### src/core/lsb_pkg.sv
/*
 lsb_pkg: constants, types and helpers for the stop and back-emf probe decoder.
 assumes a lin data-link layer that hands over whole, checksum-verified frames.
 // Contract
 // - identifier bit 5 zero, parity bits checked
 // - stop: data1 bit7 set, code 0x0f
 // - broadcast flag zero: every node stops
 // - probe: same layout, code 0x1f
 // - broadcast flag zero: every node probes
 // - probe drives integrator onto switch pin
 // - probe stays active until power-on reset
 // - probe blocks switch pin sampling
 // - command taken from data, not identifier
 // - stop decelerates, halts, loads target position
 // - stop ignored during two-point reference run
 // - over-temperature also raises the stop
*/
package lsb_pkg;
    localparam int ADDR_W = 8;
    localparam int DATA_W = 32;
    localparam int NODE_W = 7;
    localparam int CNT_W = 8;
    localparam logic [ADDR_W-1:0] ADDR_CTRL = 8'h00;
    localparam logic [ADDR_W-1:0] ADDR_STATUS = 8'h04;
    localparam logic [NODE_W-1:0] NODE_ADDR_RESET = 7'h00;
    localparam logic [6:0] CMD_STOP = 7'h0f;
    localparam logic [6:0] CMD_PROBE = 7'h1f;
    localparam int ID_ZERO_BIT = 5;
    localparam int CMD_FLAG_BIT = 7;
    localparam int BROAD_BIT = 7;
    localparam int ST_PROBE_BIT = 0;
    localparam int ST_HALT_LO = 1;
    localparam int ST_CNT_LO = 8;

    typedef enum logic [1:0] {HALT_IDLE, HALT_DECEL, HALT_LOAD} lsb_halt_t;

    // lin identifier parity: p0 = i0^i1^i2^i4, p1 = ~(i1^i3^i4^i5)
    function automatic logic lsb_parity_ok(input logic [7:0] id);
        logic p0;
        logic p1;
        p0 = id[0] ^ id[1] ^ id[2] ^ id[4];
        p1 = ~(id[1] ^ id[3] ^ id[4] ^ id[5]);
        return (id[6] == p0) && (id[7] == p1);
    endfunction : lsb_parity_ok
endpackage : lsb_pkg

### src/core/lsb_cmd_decode.sv
/*
 lsb_cmd_decode: combinational decode of the two data bytes of a
 general-purpose frame into stop and probe hits for this node.
 assumes the frame identifier was already checked by the caller.
*/
`timescale 1ns/1ps
`default_nettype none
module lsb_cmd_decode
    import lsb_pkg::*;
(
    input wire logic [7:0] data1,
    input wire logic [7:0] data2,
    input wire logic [lsb_pkg::NODE_W-1:0] node_addr,
    output logic stop_hit,
    output logic probe_hit
);
    logic for_us;
    logic is_cmd;

    always_comb
    begin
        // broadcast flag zero means all nodes; one means address match
        for_us = !data2[BROAD_BIT] || (data2[NODE_W-1:0] == node_addr);
        is_cmd = data1[CMD_FLAG_BIT] && for_us;
        // only the data bytes select the command
        stop_hit = is_cmd && (data1[6:0] == CMD_STOP);
        probe_hit = is_cmd && (data1[6:0] == CMD_PROBE);
    end
endmodule : lsb_cmd_decode
`default_nettype wire

### src/core/lsb_top.sv
/*
 lsb_top: stop and back-emf probe command decoder with apb registers.
 assumes frame_valid is a one-cycle pulse with id and data bytes stable,
 and the positioner reports motion, motor_stopped and takes decel_halt_cmd.
*/
// Local design decisions: the register addresses and the APB register port.
`timescale 1ns/1ps
`default_nettype none
module lsb_top
    import lsb_pkg::*;
#(
    parameter int NODE_BITS = lsb_pkg::NODE_W
)
(
    input wire logic pclk,
    input wire logic presetn,
    input wire logic psel,
    input wire logic penable,
    input wire logic pwrite,
    input wire logic [lsb_pkg::ADDR_W-1:0] paddr,
    input wire logic [lsb_pkg::DATA_W-1:0] pwdata,
    output logic [lsb_pkg::DATA_W-1:0] prdata,
    output logic pready,
    output logic pslverr,
    input wire logic frame_valid,
    input wire logic [7:0] dynamic_frame_identifier,
    input wire logic [7:0] frame_data1,
    input wire logic [7:0] frame_data2,
    input wire logic motion_active,
    input wire logic motor_stopped,
    input wire logic two_point_reference_run,
    input wire logic over_temperature,
    input wire logic backemf_integrator_out,
    input wire logic switch_input_pin_in,
    output logic switch_input_pin_out,
    output logic switch_input_pin_oe_n,
    output logic switch_state,
    output logic decelerate_halt_cmd,
    output logic load_target_position,
    output logic backemf_probe_active
);
    import lsb_pkg::*;

    if (NODE_BITS != NODE_W)
    begin : g_check
        $error("lsb_top: node address must be seven bits");
    end

    typedef struct packed {
        logic [DATA_W-1:0] prdata;
        logic pready;
        logic pslverr;
        logic [NODE_W-1:0] node_addr;
        logic [CNT_W-1:0] reject_count;
        lsb_halt_t halt;
        logic decel;
        logic load_target;
        logic probe;
        logic sw_out;
        logic sw_oe_n;
        logic sw_state;
    } lsb_state_t;

    lsb_state_t st;
    lsb_state_t next_st;
    logic stop_hit;
    logic probe_hit;
    logic id_ok;
    logic stop_trig;

    lsb_cmd_decode u_decode (
        .data1(frame_data1),
        .data2(frame_data2),
        .node_addr(st.node_addr),
        .stop_hit(stop_hit),
        .probe_hit(probe_hit)
    );

    always_comb
    begin
        next_st = st;
        next_st.pready = 1'b0;
        next_st.pslverr = 1'b0;
        next_st.load_target = 1'b0;
        // identifier: parity and bit 5 only, its value is not decoded
        id_ok = lsb_parity_ok(dynamic_frame_identifier)
            && !dynamic_frame_identifier[ID_ZERO_BIT];
        stop_trig = (frame_valid && id_ok && stop_hit && !two_point_reference_run)
            || over_temperature;

        // apb: one wait state, write commits at the pready edge
        if (psel && penable && !st.pready)
        begin
            next_st.pready = 1'b1;
            next_st.prdata = '0;
            case (paddr)
                ADDR_CTRL:
                begin
                    next_st.prdata = DATA_W'(st.node_addr);
                end
                ADDR_STATUS:
                begin
                    next_st.prdata[ST_PROBE_BIT] = st.probe;
                    next_st.prdata[ST_HALT_LO +: 2] = st.halt;
                    next_st.prdata[ST_CNT_LO +: CNT_W] = st.reject_count;
                end
                default:
                begin
                    next_st.pslverr = 1'b1;
                end
            endcase
        end
        else if (psel && penable && st.pready && pwrite && (paddr == ADDR_CTRL))
        begin
            next_st.node_addr = pwdata[NODE_W-1:0];
        end

        // identifier check failures are counted
        if (frame_valid && !id_ok)
        begin
            next_st.reject_count = CNT_W'(st.reject_count + 1'b1);
        end

        // decelerating stop sequence
        case (st.halt)
            HALT_IDLE:
            begin
                if (stop_trig && motion_active)
                begin
                    next_st.halt = HALT_DECEL;
                    next_st.decel = 1'b1;
                end
            end
            HALT_DECEL:
            begin
                if (motor_stopped)
                begin
                    next_st.halt = HALT_LOAD;
                    next_st.decel = 1'b0;
                    next_st.load_target = 1'b1;
                end
            end
            HALT_LOAD:
            begin
                next_st.halt = HALT_IDLE;
            end
            default:
            begin
                next_st.halt = HALT_IDLE;
                next_st.decel = 1'b0;
            end
        endcase

        // probe is sticky, only reset clears it
        if (frame_valid && id_ok && probe_hit)
        begin
            next_st.probe = 1'b1;
        end

        if (st.probe)
        begin
            next_st.sw_out = backemf_integrator_out;
            next_st.sw_oe_n = 1'b0;
        end
        else
        begin
            next_st.sw_out = 1'b0;
            next_st.sw_oe_n = 1'b1;
            next_st.sw_state = switch_input_pin_in;
        end
    end

    always_ff @(posedge pclk or negedge presetn)
    begin
        if (!presetn)
        begin
            st.prdata <= '0;
            st.pready <= 1'b0;
            st.pslverr <= 1'b0;
            st.node_addr <= NODE_ADDR_RESET;
            st.reject_count <= '0;
            st.halt <= HALT_IDLE;
            st.decel <= 1'b0;
            st.load_target <= 1'b0;
            st.probe <= 1'b0;
            st.sw_out <= 1'b0;
            st.sw_oe_n <= 1'b1;
            st.sw_state <= 1'b0;
        end
        else
        begin
            st <= next_st;
        end
    end

    assign prdata = st.prdata;
    assign pready = st.pready;
    assign pslverr = st.pslverr;
    assign switch_input_pin_out = st.sw_out;
    assign switch_input_pin_oe_n = st.sw_oe_n;
    assign switch_state = st.sw_state;
    assign decelerate_halt_cmd = st.decel;
    assign load_target_position = st.load_target;
    assign backemf_probe_active = st.probe;

    logic reject_count_moved;
    logic [CNT_W-1:0] last_count;
    always_ff @(posedge pclk or negedge presetn)
    begin
        if (!presetn)
        begin
            last_count <= '0;
        end
        else
        begin
            last_count <= st.reject_count;
        end
    end
    assign reject_count_moved = st.reject_count == CNT_W'(last_count + 1'b1);
endmodule : lsb_top
`default_nettype wire
### config.mk
export PLATFORM = sky130hd
export DESIGN_NAME = lsb_top
export DESIGN_NICKNAME = d
export VERILOG_FILES = /design/src/core/lsb_pkg.sv /design/src/core/lsb_cmd_decode.sv /design/src/core/lsb_top.sv
export SDC_FILE = /design/constraint.sdc
export NUM_CORES = 1
export LEC_CHECK = 0
export BUFFER_PORTS_ARGS = -buffer_cell sky130_fd_sc_hd__buf_2
export CORE_MARGIN = 4
export CORE_UTILIZATION = 44
export DETAILED_ROUTE_END_ITERATION = 10
export PLACE_DENSITY = 0.8
export SYNTH_ARGS = -nofsm -noshare
export SYNTH_HDL_FRONTEND = slang
export SYNTH_SLANG_ARGS = --single-unit
export TNS_END_PERCENT = 10
### constraint.sdc
create_clock -name pclk -period 1.5 [get_ports pclk]
set_input_delay 0.075 -clock pclk [delete_from_list [all_inputs] [get_ports pclk]]
set_output_delay 0.075 -clock pclk [all_outputs]
set_load 0.01 [all_outputs]
==> results list, run 1 <==
- P per Cell Area: 994.4 mW/mm²
- Counting cells, the worst reg-to-reg path comes to 5.
* Fraction of layout cells with a size suffix above 1: 43.62%
- Endpoint of the worst register-to-register path: st[6]
* Die X: 75.50 µm
- After layout, the design draws a total of 0.002379 W.
* Worst hold margin: 16.33 ps
- Critical Path Start Type: flop
- For the worst-skew pair, the clock arrives at the later sink with an insertion delay of 280 ps.
- Final worst path period share: 96.96%
- Worst supply voltage drop on vdd: 442.0 µV
- At the end of the flow, the number of nets in the layout was 319.
* Core area: 0.004384 mm²
* Via Count: 1,405
* Setup violators final: 0
* Yosys warns: 0
- The number of hold-slack violations in the final timing report is 0.
* Drt via density: 4.763
- Leading cell type in the layout, fill and taps excluded: sky130_fd_sc_hd__buf_2
- Worst setup slack after layout: 45.67 ps
- Number of placed I/O pins: 116
- In the final layout, the multi-input gates occupy 804.5 µm².
* Setup WS pre-CTS: -126.6 ps
- Based on the critical path, the design can be clocked at up to 687.6 MHz.
* Row count: 24
* Routability-driven placement congestion ratio: 0.8003
* Number of cells on the worst hold path: 2
- Total number of H-tree levels: 2
* Number of buffers on the longest clock path: 2
* DRC violations left: 0
* CP Capture Type: flop
* Fillers: 404
- Share of synthesized area occupied by flip-flops and latches: 50.00%
- Die span in y: 75.50 µm
- The initial antenna violation count was 0.
* Syn Inst Count: 174
- Total Routed Length: 3.813 mm
- Detailed placement ended at an HPWL of 3.177 mm.
- Hold path startpoint: backemf_integrator_out
- Once the floorplan was initialized, standard cells occupied 45.72% of the core.
* Top library cells by usage in the layout, fill and taps aside: sky130_fd_sc_hd__buf_2 (73), sky130_fd_sc_hd__dfrtp_1 (39), sky130_fd_sc_hd__conb_1 (17), sky130_fd_sc_hd__xnor2_1 (14), sky130_fd_sc_hd__a22o_1 (12)
- Mean instance size in the synthesized netlist: 11.52 µm²
- CTS placed an instance of sky130_fd_sc_hd__clkbuf_8 at the clock tree root.
- Across the run, the number of max-cap violations was 0.
- After detailed placement, the total cell area comes to 0.002288 mm².
- Reg-to-Reg Start: st[21]
* Antenna Diode Count: 0
* Number of search-and-repair iterations in the first detailed-routing pass: 4
- Type of the setup path with the least slack: flop to flop
- After routing the design area is 0.002392 mm².
- After detailed routing, the average wire length per cell comes to 12.93 µm.
* Iteration-0 DRC count of the detailed router: 46
- Largest net degree at the start of global routing: 20
- TritonCTS clock tree: done
* Outcome: completed
- The first global-routing pass estimated 5.892 mm of wire.
- In the synthesized netlist the async set-or-reset flop fraction comes to 100.0%.
- Cell area after technology mapping: 0.002004 mm²
- Number of enable flip-flop cells after synthesis: 0
- In the synthesized netlist the dominant register cell turns out to be sky130_fd_sc_hd__dfrtp_1.
* Sequential cell area: 0.001002 mm²
- In this run the register-to-register setup slack is 50 ps.
- Leak Pwr: 1.279 nW
- The clock drives 40 sinks.
- Number of different library cells in the post-synthesis netlist: 34
* Maximum clock skew at final layout: 3.688 ps
- Clock-pin slew was measured on the worst setup and hold paths at 70 ps.
* DRT antenna net count: 0
* TritonCTS Buffers: 5
* Arrival time of the worst setup path: 1640 ps
* Die area: 0.005700 mm²
- Count of state elements after synthesis: 40
- Subtracting the final worst setup slack from the clock period gives 1454 ps.
- The number of global-route vias before repair is 1,316.
- In this run the worst hold path is classified as primary input to flop.
* Worst EP required: 1680 ps
- Growth of design area from synthesis to finish: 19.35%
* Max-slew violation count: 0
- Gr usage total: 13.52%
- The most critical setup path has its startpoint at st[21].
- Setup repair after global routing could not meet its margin everywhere.
- In this run the worst path has a maximum fanout of 3.
* Remaining Overflow, GRT: 0
* Worst Hold Endpoint: switch_input_pin_out
* Number of I/O port buffers: 73
-- per-layer routing --
metal | part of all wire [%] | up-vias | GRT usage [%]
li1 | - | 690 | -
met1 | 41 | 657 | 17.27
met2 | 51 | 52 | 22.82
met3 | 6.5 | 6 | 3.034
met4 | 1.5 | 0 | 4.272
met5 | 0 | - | 0
-- power breakdown --
| group | switching (W) | total [W] | internal [W] |
|---|---|---|---|
| combinational | 0.000196 | 0.000426 | 0.000230 |
| clock | 0.000334 | 0.000660 | 0.000326 |
| sequential | 0.000107 | 0.00129 | 0.00119 |
-- layout make-up --
class	instances	share of cell area, %
multi-input cells	111	33.63
clock buffers	7	3.190
clock inverters	1	0.2092
inverters	3	0.4707
repair buffers	81	17.89
well taps	52	2.720
flip-flops and latches	40	41.89
-- logic make-up (layout without fill, tap and decap cells) --
family / Yosys count / in the layout / synth area share (%)
multiplexers: 13 / 13 / 7.428
adder cells (fa/ha/maj): 1 / 1 / 0.6241
other: 1 / 17 / 0.1871
flip-flops: 40 / 40 / 50.00
buffers and inverters: 39 / 92 / 13.48
XOR/XNOR: 18 / 18 / 7.865
AND/OR/NAND/NOR: 41 / 41 / 12.36
AO/OA/AOI/OAI: 21 / 21 / 8.052
-- worst max-delay path: stages (launching register included) --
cell and delay [ps]:
sky130_fd_sc_hd__dfrtp_1 410, sky130_fd_sc_hd__xnor2_1 170, sky130_fd_sc_hd__nand4_1 130, sky130_fd_sc_hd__o41ai_2 240, sky130_fd_sc_hd__nand2_1 160, sky130_fd_sc_hd__o31ai_1 250
-- flip-flops by register name (all words and copies together) (netlist names) --
signal,count
prdata,15
switch_input_pin_out,1
st,17
pslverr,1
pready,1
switch_state,1
switch_input_pin_oe_n,1
decelerate_halt_cmd,1
backemf_probe_active,1
load_target_position,1
-- Yosys cell counts (all sizes together) (3+ instances only) --
library cell,number,area share (%)
nand3,5,1.2
o21ai,4,1.0
nand4,4,1.2
and3,5,1.6
buf,33,12
o31ai,3,1.1
xnor2,14,6.1
nand2,10,2.1
inv,3,0.56
mux2,9,5.2
dfrtp,39,49
mux2i,4,2.2
and3b,3,1.3
nor2,5,1.1
clkbuf,3,0.56
xor2,4,1.7
a22o,12,5.2
-- timing repair --
action / in CTS / in global routing
buffers inserted: 0 / 0
endpoints found under the hold margin: 17 / 0
pin swaps: 0 / 1
setup endpoints to repair: 3 / 3
hold buffers: 1 / 0
gates resized for setup: 1 / 1
gates cloned: 0 / 0
-- worst max-delay path by stage --
stage                       endpoint  slack [ps]
final                          st[6]          50
after global routing           st[6]         -90
after CTS                      st[6]           1
after detailed placement      st[21]        -130
after global placement        st[18]         -80
after floorplan           prdata[10]          80
-- stage by stage --
stage	std cells	util, %	TNS (ps)
6_report	295	54.57	0
5_1_grt	295	54.57	-219.6
4_1_cts	295	54.45	0
3_5_place_dp	286	52.20	-1187
3_3_place_gp	286	52.20	-581.3
2_1_floorplan	190	-	0
No activity file was read; power rests on OpenSTA's default activity.
==> run 2: changes to the inputs <==
--- a/config.mk
+++ b/config.mk
@@ -6,7 +6,8 @@
 export NUM_CORES = 1
 export LEC_CHECK = 0
+export ABC_AREA = 1
 export BUFFER_PORTS_ARGS = -buffer_cell sky130_fd_sc_hd__buf_2
 export CORE_MARGIN = 4
-export CORE_UTILIZATION = 44
+export CORE_UTILIZATION = 46
 export DETAILED_ROUTE_END_ITERATION = 10
 export PLACE_DENSITY = 0.8
==> constraint.sdc (replaced) <==
create_clock -name pclk -period 1.5 [get_ports pclk]
set_input_delay 0.15 -clock pclk [delete_from_list [all_inputs] [get_ports pclk]]
set_output_delay 0.15 -clock pclk [all_outputs]
set_load 0.01 [all_outputs]
==> results list, run 2 <==
* Number of I/O port buffers: 73
- Row count: 25
- In this run the cell area of the synthesized design comes to 0.002340 mm².
- Entering global routing, the biggest net connects 41 pins.
* Mean instance size in the synthesized netlist: 8.268 µm²
- Initial standard-cell utilization of the core: 48.57%
- Maximum clock skew at final layout: 5.295 ps
- Top library cells by usage in the layout, fill and taps aside: sky130_fd_sc_hd__buf_2 (73), sky130_fd_sc_hd__nand2_1 (71), sky130_fd_sc_hd__inv_1 (42), sky130_fd_sc_hd__dfrtp_1 (39)
* Number of cells on the worst hold path: 3
* Core area: 0.004817 mm²
* Worst supply voltage drop on vdd: 510.3 µV
- The initial antenna violation count was 0.
- In this run the worst path has a maximum fanout of 3.
- Register with the most flip-flops: st
* Worst Hold Class: primary input to flop
- Arrival time of the worst setup path: 1530 ps
- Synthesis handed over a netlist of 283 instances.
* Worst-path clk slew: 70 ps
* Total number of H-tree levels: 2
- The count of final max-slew check failures is 0.
* Number of placed I/O pins: 116
- Number of different library cells in the post-synthesis netlist: 32
- Hold path startpoint: backemf_integrator_out
* DRC violations left: 0
* Cell types with the largest area share after synthesis: sky130_fd_sc_hd__dfrtp_1 (42%), sky130_fd_sc_hd__nand2_1 (11%), sky130_fd_sc_hd__buf_4 (10%)
- The largest total area in the synthesized netlist belongs to sky130_fd_sc_hd__dfrtp_1.
- In this run the static leakage power is 1.561 nW.
* Growth of design area from synthesis to finish: 18.02%
- Setup total negative slack on the finished layout was measured at 0 ps.
- Setup slack, reg-to-reg: 190 ps
- Layout Cell Area excl Fill: 0.002761 mm²
* P per Cell Area: 1069 mW/mm²
- In the routed layout, each cell is associated on average with a via count of 4.540.
- STA classifies the critical path endpoint as a flop.
- Fraction of layout cells with a size suffix above 1: 34.00%
- The final route contains 1,893 vias.
- DRT antenna net count: 0
- Iteration-0 DRC count of the detailed router: 122
- Total Routed Length: 4.602 mm
* Asr flop ratio synth: 100.0%
- Library cell with the highest instance count after synthesis: sky130_fd_sc_hd__nand2_1
- The tool flagged a number of max-cap violations equal to 0.
* Critical Path Start Type: flop
- Die span in y: 79.32 µm
* Number of global-route vias before repair: 1,781
* Final worst path period share: 87.15%
* Largest registers: st x17, prdata x15
* Antenna Diode Count: 0
* Post-DP Area: 0.002615 mm²
- Fillers: 465
- The top cell type by area accounts for 41.71% of the synthesized area.
- Reg-to-Reg Start: st[22]
- Number of buffers on the longest clock path: 2
* Total power: 0.002953 W
- CTS sink cnt: 40
* Worst EP required: 1730 ps
- Count of final hold-check violations: 0
- The die is 79.32 µm wide.
* Detail Placement HPWL: 3.611 mm
- The worst register-to-register path ends at st[6].
- Type of the setup path with the least slack: flop to flop
- Setup repair after global routing missed its margin: no
- Number of enable flip-flop cells after synthesis: 0
* Setup violators final: 0
- The first global-routing pass estimated 7.383 mm of wire.
* Number of search-and-repair iterations in the first detailed-routing pass: 4
* Leading cell type in the layout, fill and taps excluded: sky130_fd_sc_hd__buf_2
* Utilization after layout: 57.32%
* Relative slew slack: 66.46%
* Flip-flop cell with the highest count after synthesis: sky130_fd_sc_hd__dfrtp_1
* List of most frequent post-synthesis cells: sky130_fd_sc_hd__nand2_1 (71), sky130_fd_sc_hd__inv_1 (42), sky130_fd_sc_hd__dfrtp_1 (39)
- Final hold analysis gives a worst-case slack of 57.95 ps.
- Max reg flops: 17
- In this run, CTS created clock tree buffers numbering 5.
- Fmax: 764.9 MHz
* Yosys warns: 0
* Layout Nets: 426
* Clock latency at the later pin of the worst-skew pair: 290 ps
- The floorplan step defined a die boundary enclosing 0.006292 mm².
- TritonCTS clock tree: done
- After synthesis, flip-flops and latches occupy 42.83% of the total area.
* Worst Hold Endpoint: switch_input_pin_out
* Cell at the root of the clock tree: sky130_fd_sc_hd__clkbuf_8
* Number of cells on the worst reg-to-reg path: 9
- Count of state elements after synthesis: 40
- Transition time at the pin with the least slew margin: 503.1 ps
* Remaining Overflow, GRT: 0
- Post-layout minimum cycle time: 1307 ps
- Routability-driven placement congestion ratio: 0.8047
- Global routing consumed, over all layers together, 14.78% of the routing resources.
- The run finished with clean final reports.
* Wire length per cell: 11.04 µm
==> run 2: through the flow <==
| stage | worst slack, ps | cells |
|---|---|---|
| 2_1_floorplan | 289.0 | 299 |
| 3_3_place_gp | 155.4 | 408 |
| 3_5_place_dp | 118.2 | 408 |
| 4_1_cts | 122.9 | 417 |
| 5_1_grt | 84.45 | 417 |
| 6_report | 192.7 | 417 |
==> run 2: worst max-delay path by stage <==
stage	startpoint	to	slack, ps	depth (start not counted)
2_1_floorplan	pready	prdata[10]	290	4
3_3_place_gp	paddr[1]	st[22]	160	7
3_5_place_dp	paddr[1]	st[17]	120	7
4_1_cts	st[22]	decelerate_halt_cmd	120	9
5_1_grt	st[19]	st[6]	80	10
6_report	st[22]	st[6]	190	9
==> run 2: critical path, cell delays in order (launching register included) <==
cell,delay [ps]
sky130_fd_sc_hd__dfrtp_1,380
sky130_fd_sc_hd__inv_1,120
sky130_fd_sc_hd__nand2_1,90
sky130_fd_sc_hd__nand2_1,70
sky130_fd_sc_hd__nand3_1,80
sky130_fd_sc_hd__o21bai_2,210
sky130_fd_sc_hd__nand4_1,110
sky130_fd_sc_hd__nand2_1,70
sky130_fd_sc_hd__nand2_1,60
sky130_fd_sc_hd__nand2_1,60
==> run 2: area by class of cell <==
cell class,count,area (µm²),share of cell area (%)
Clock buffer,6,72.57,2.628
Inverter,45,170.2,6.162
Timing Repair Buffer,79,412.9,14.95
Clock inverter,2,60.06,2.175
Sequential cell,40,1002,36.29
Multi-Input combinational cell,178,959.7,34.75
Tap cell,67,83.83,3.036
==> run 2: cells by family after synthesis <==
family / share of synthesized area, %
flops: 42.83
simple gates: 23.85
other cells: 0.1603
fa+ha+maj: 0.5347
xor+xnor: 2.995
compound gates: 10.75
buf+inv: 18.88
==> run 2: what timing repair did <==
item,4_1_cts,5_1_grt
endpoints found under the setup margin,0,2
hold endpoints to repair,39,0
buffers inserted,0,0
hold buffers,1,0
resized for setup,0,1
==> run 2: layer usage <==
metal,wire length [µm],GRT usage [%],vias up
met4,69,5.326,0
met5,0,0,-
met3,340,3.628,6
met1,1905,16.67,859
li1,-,-,964
met2,2286,26.85,64
==> run 2: where the power goes <==
| group | total, W | switching (W) | internal, W |
|---|---|---|---|
| Combinational | 0.000635 | 0.000381 | 0.000254 |
| Sequential | 0.00130 | 0.0000934 | 0.00120 |
| Clock | 0.00102 | 0.000356 | 0.000665 |
| Total | 0.00295 | 0.000830 | 0.00212 |
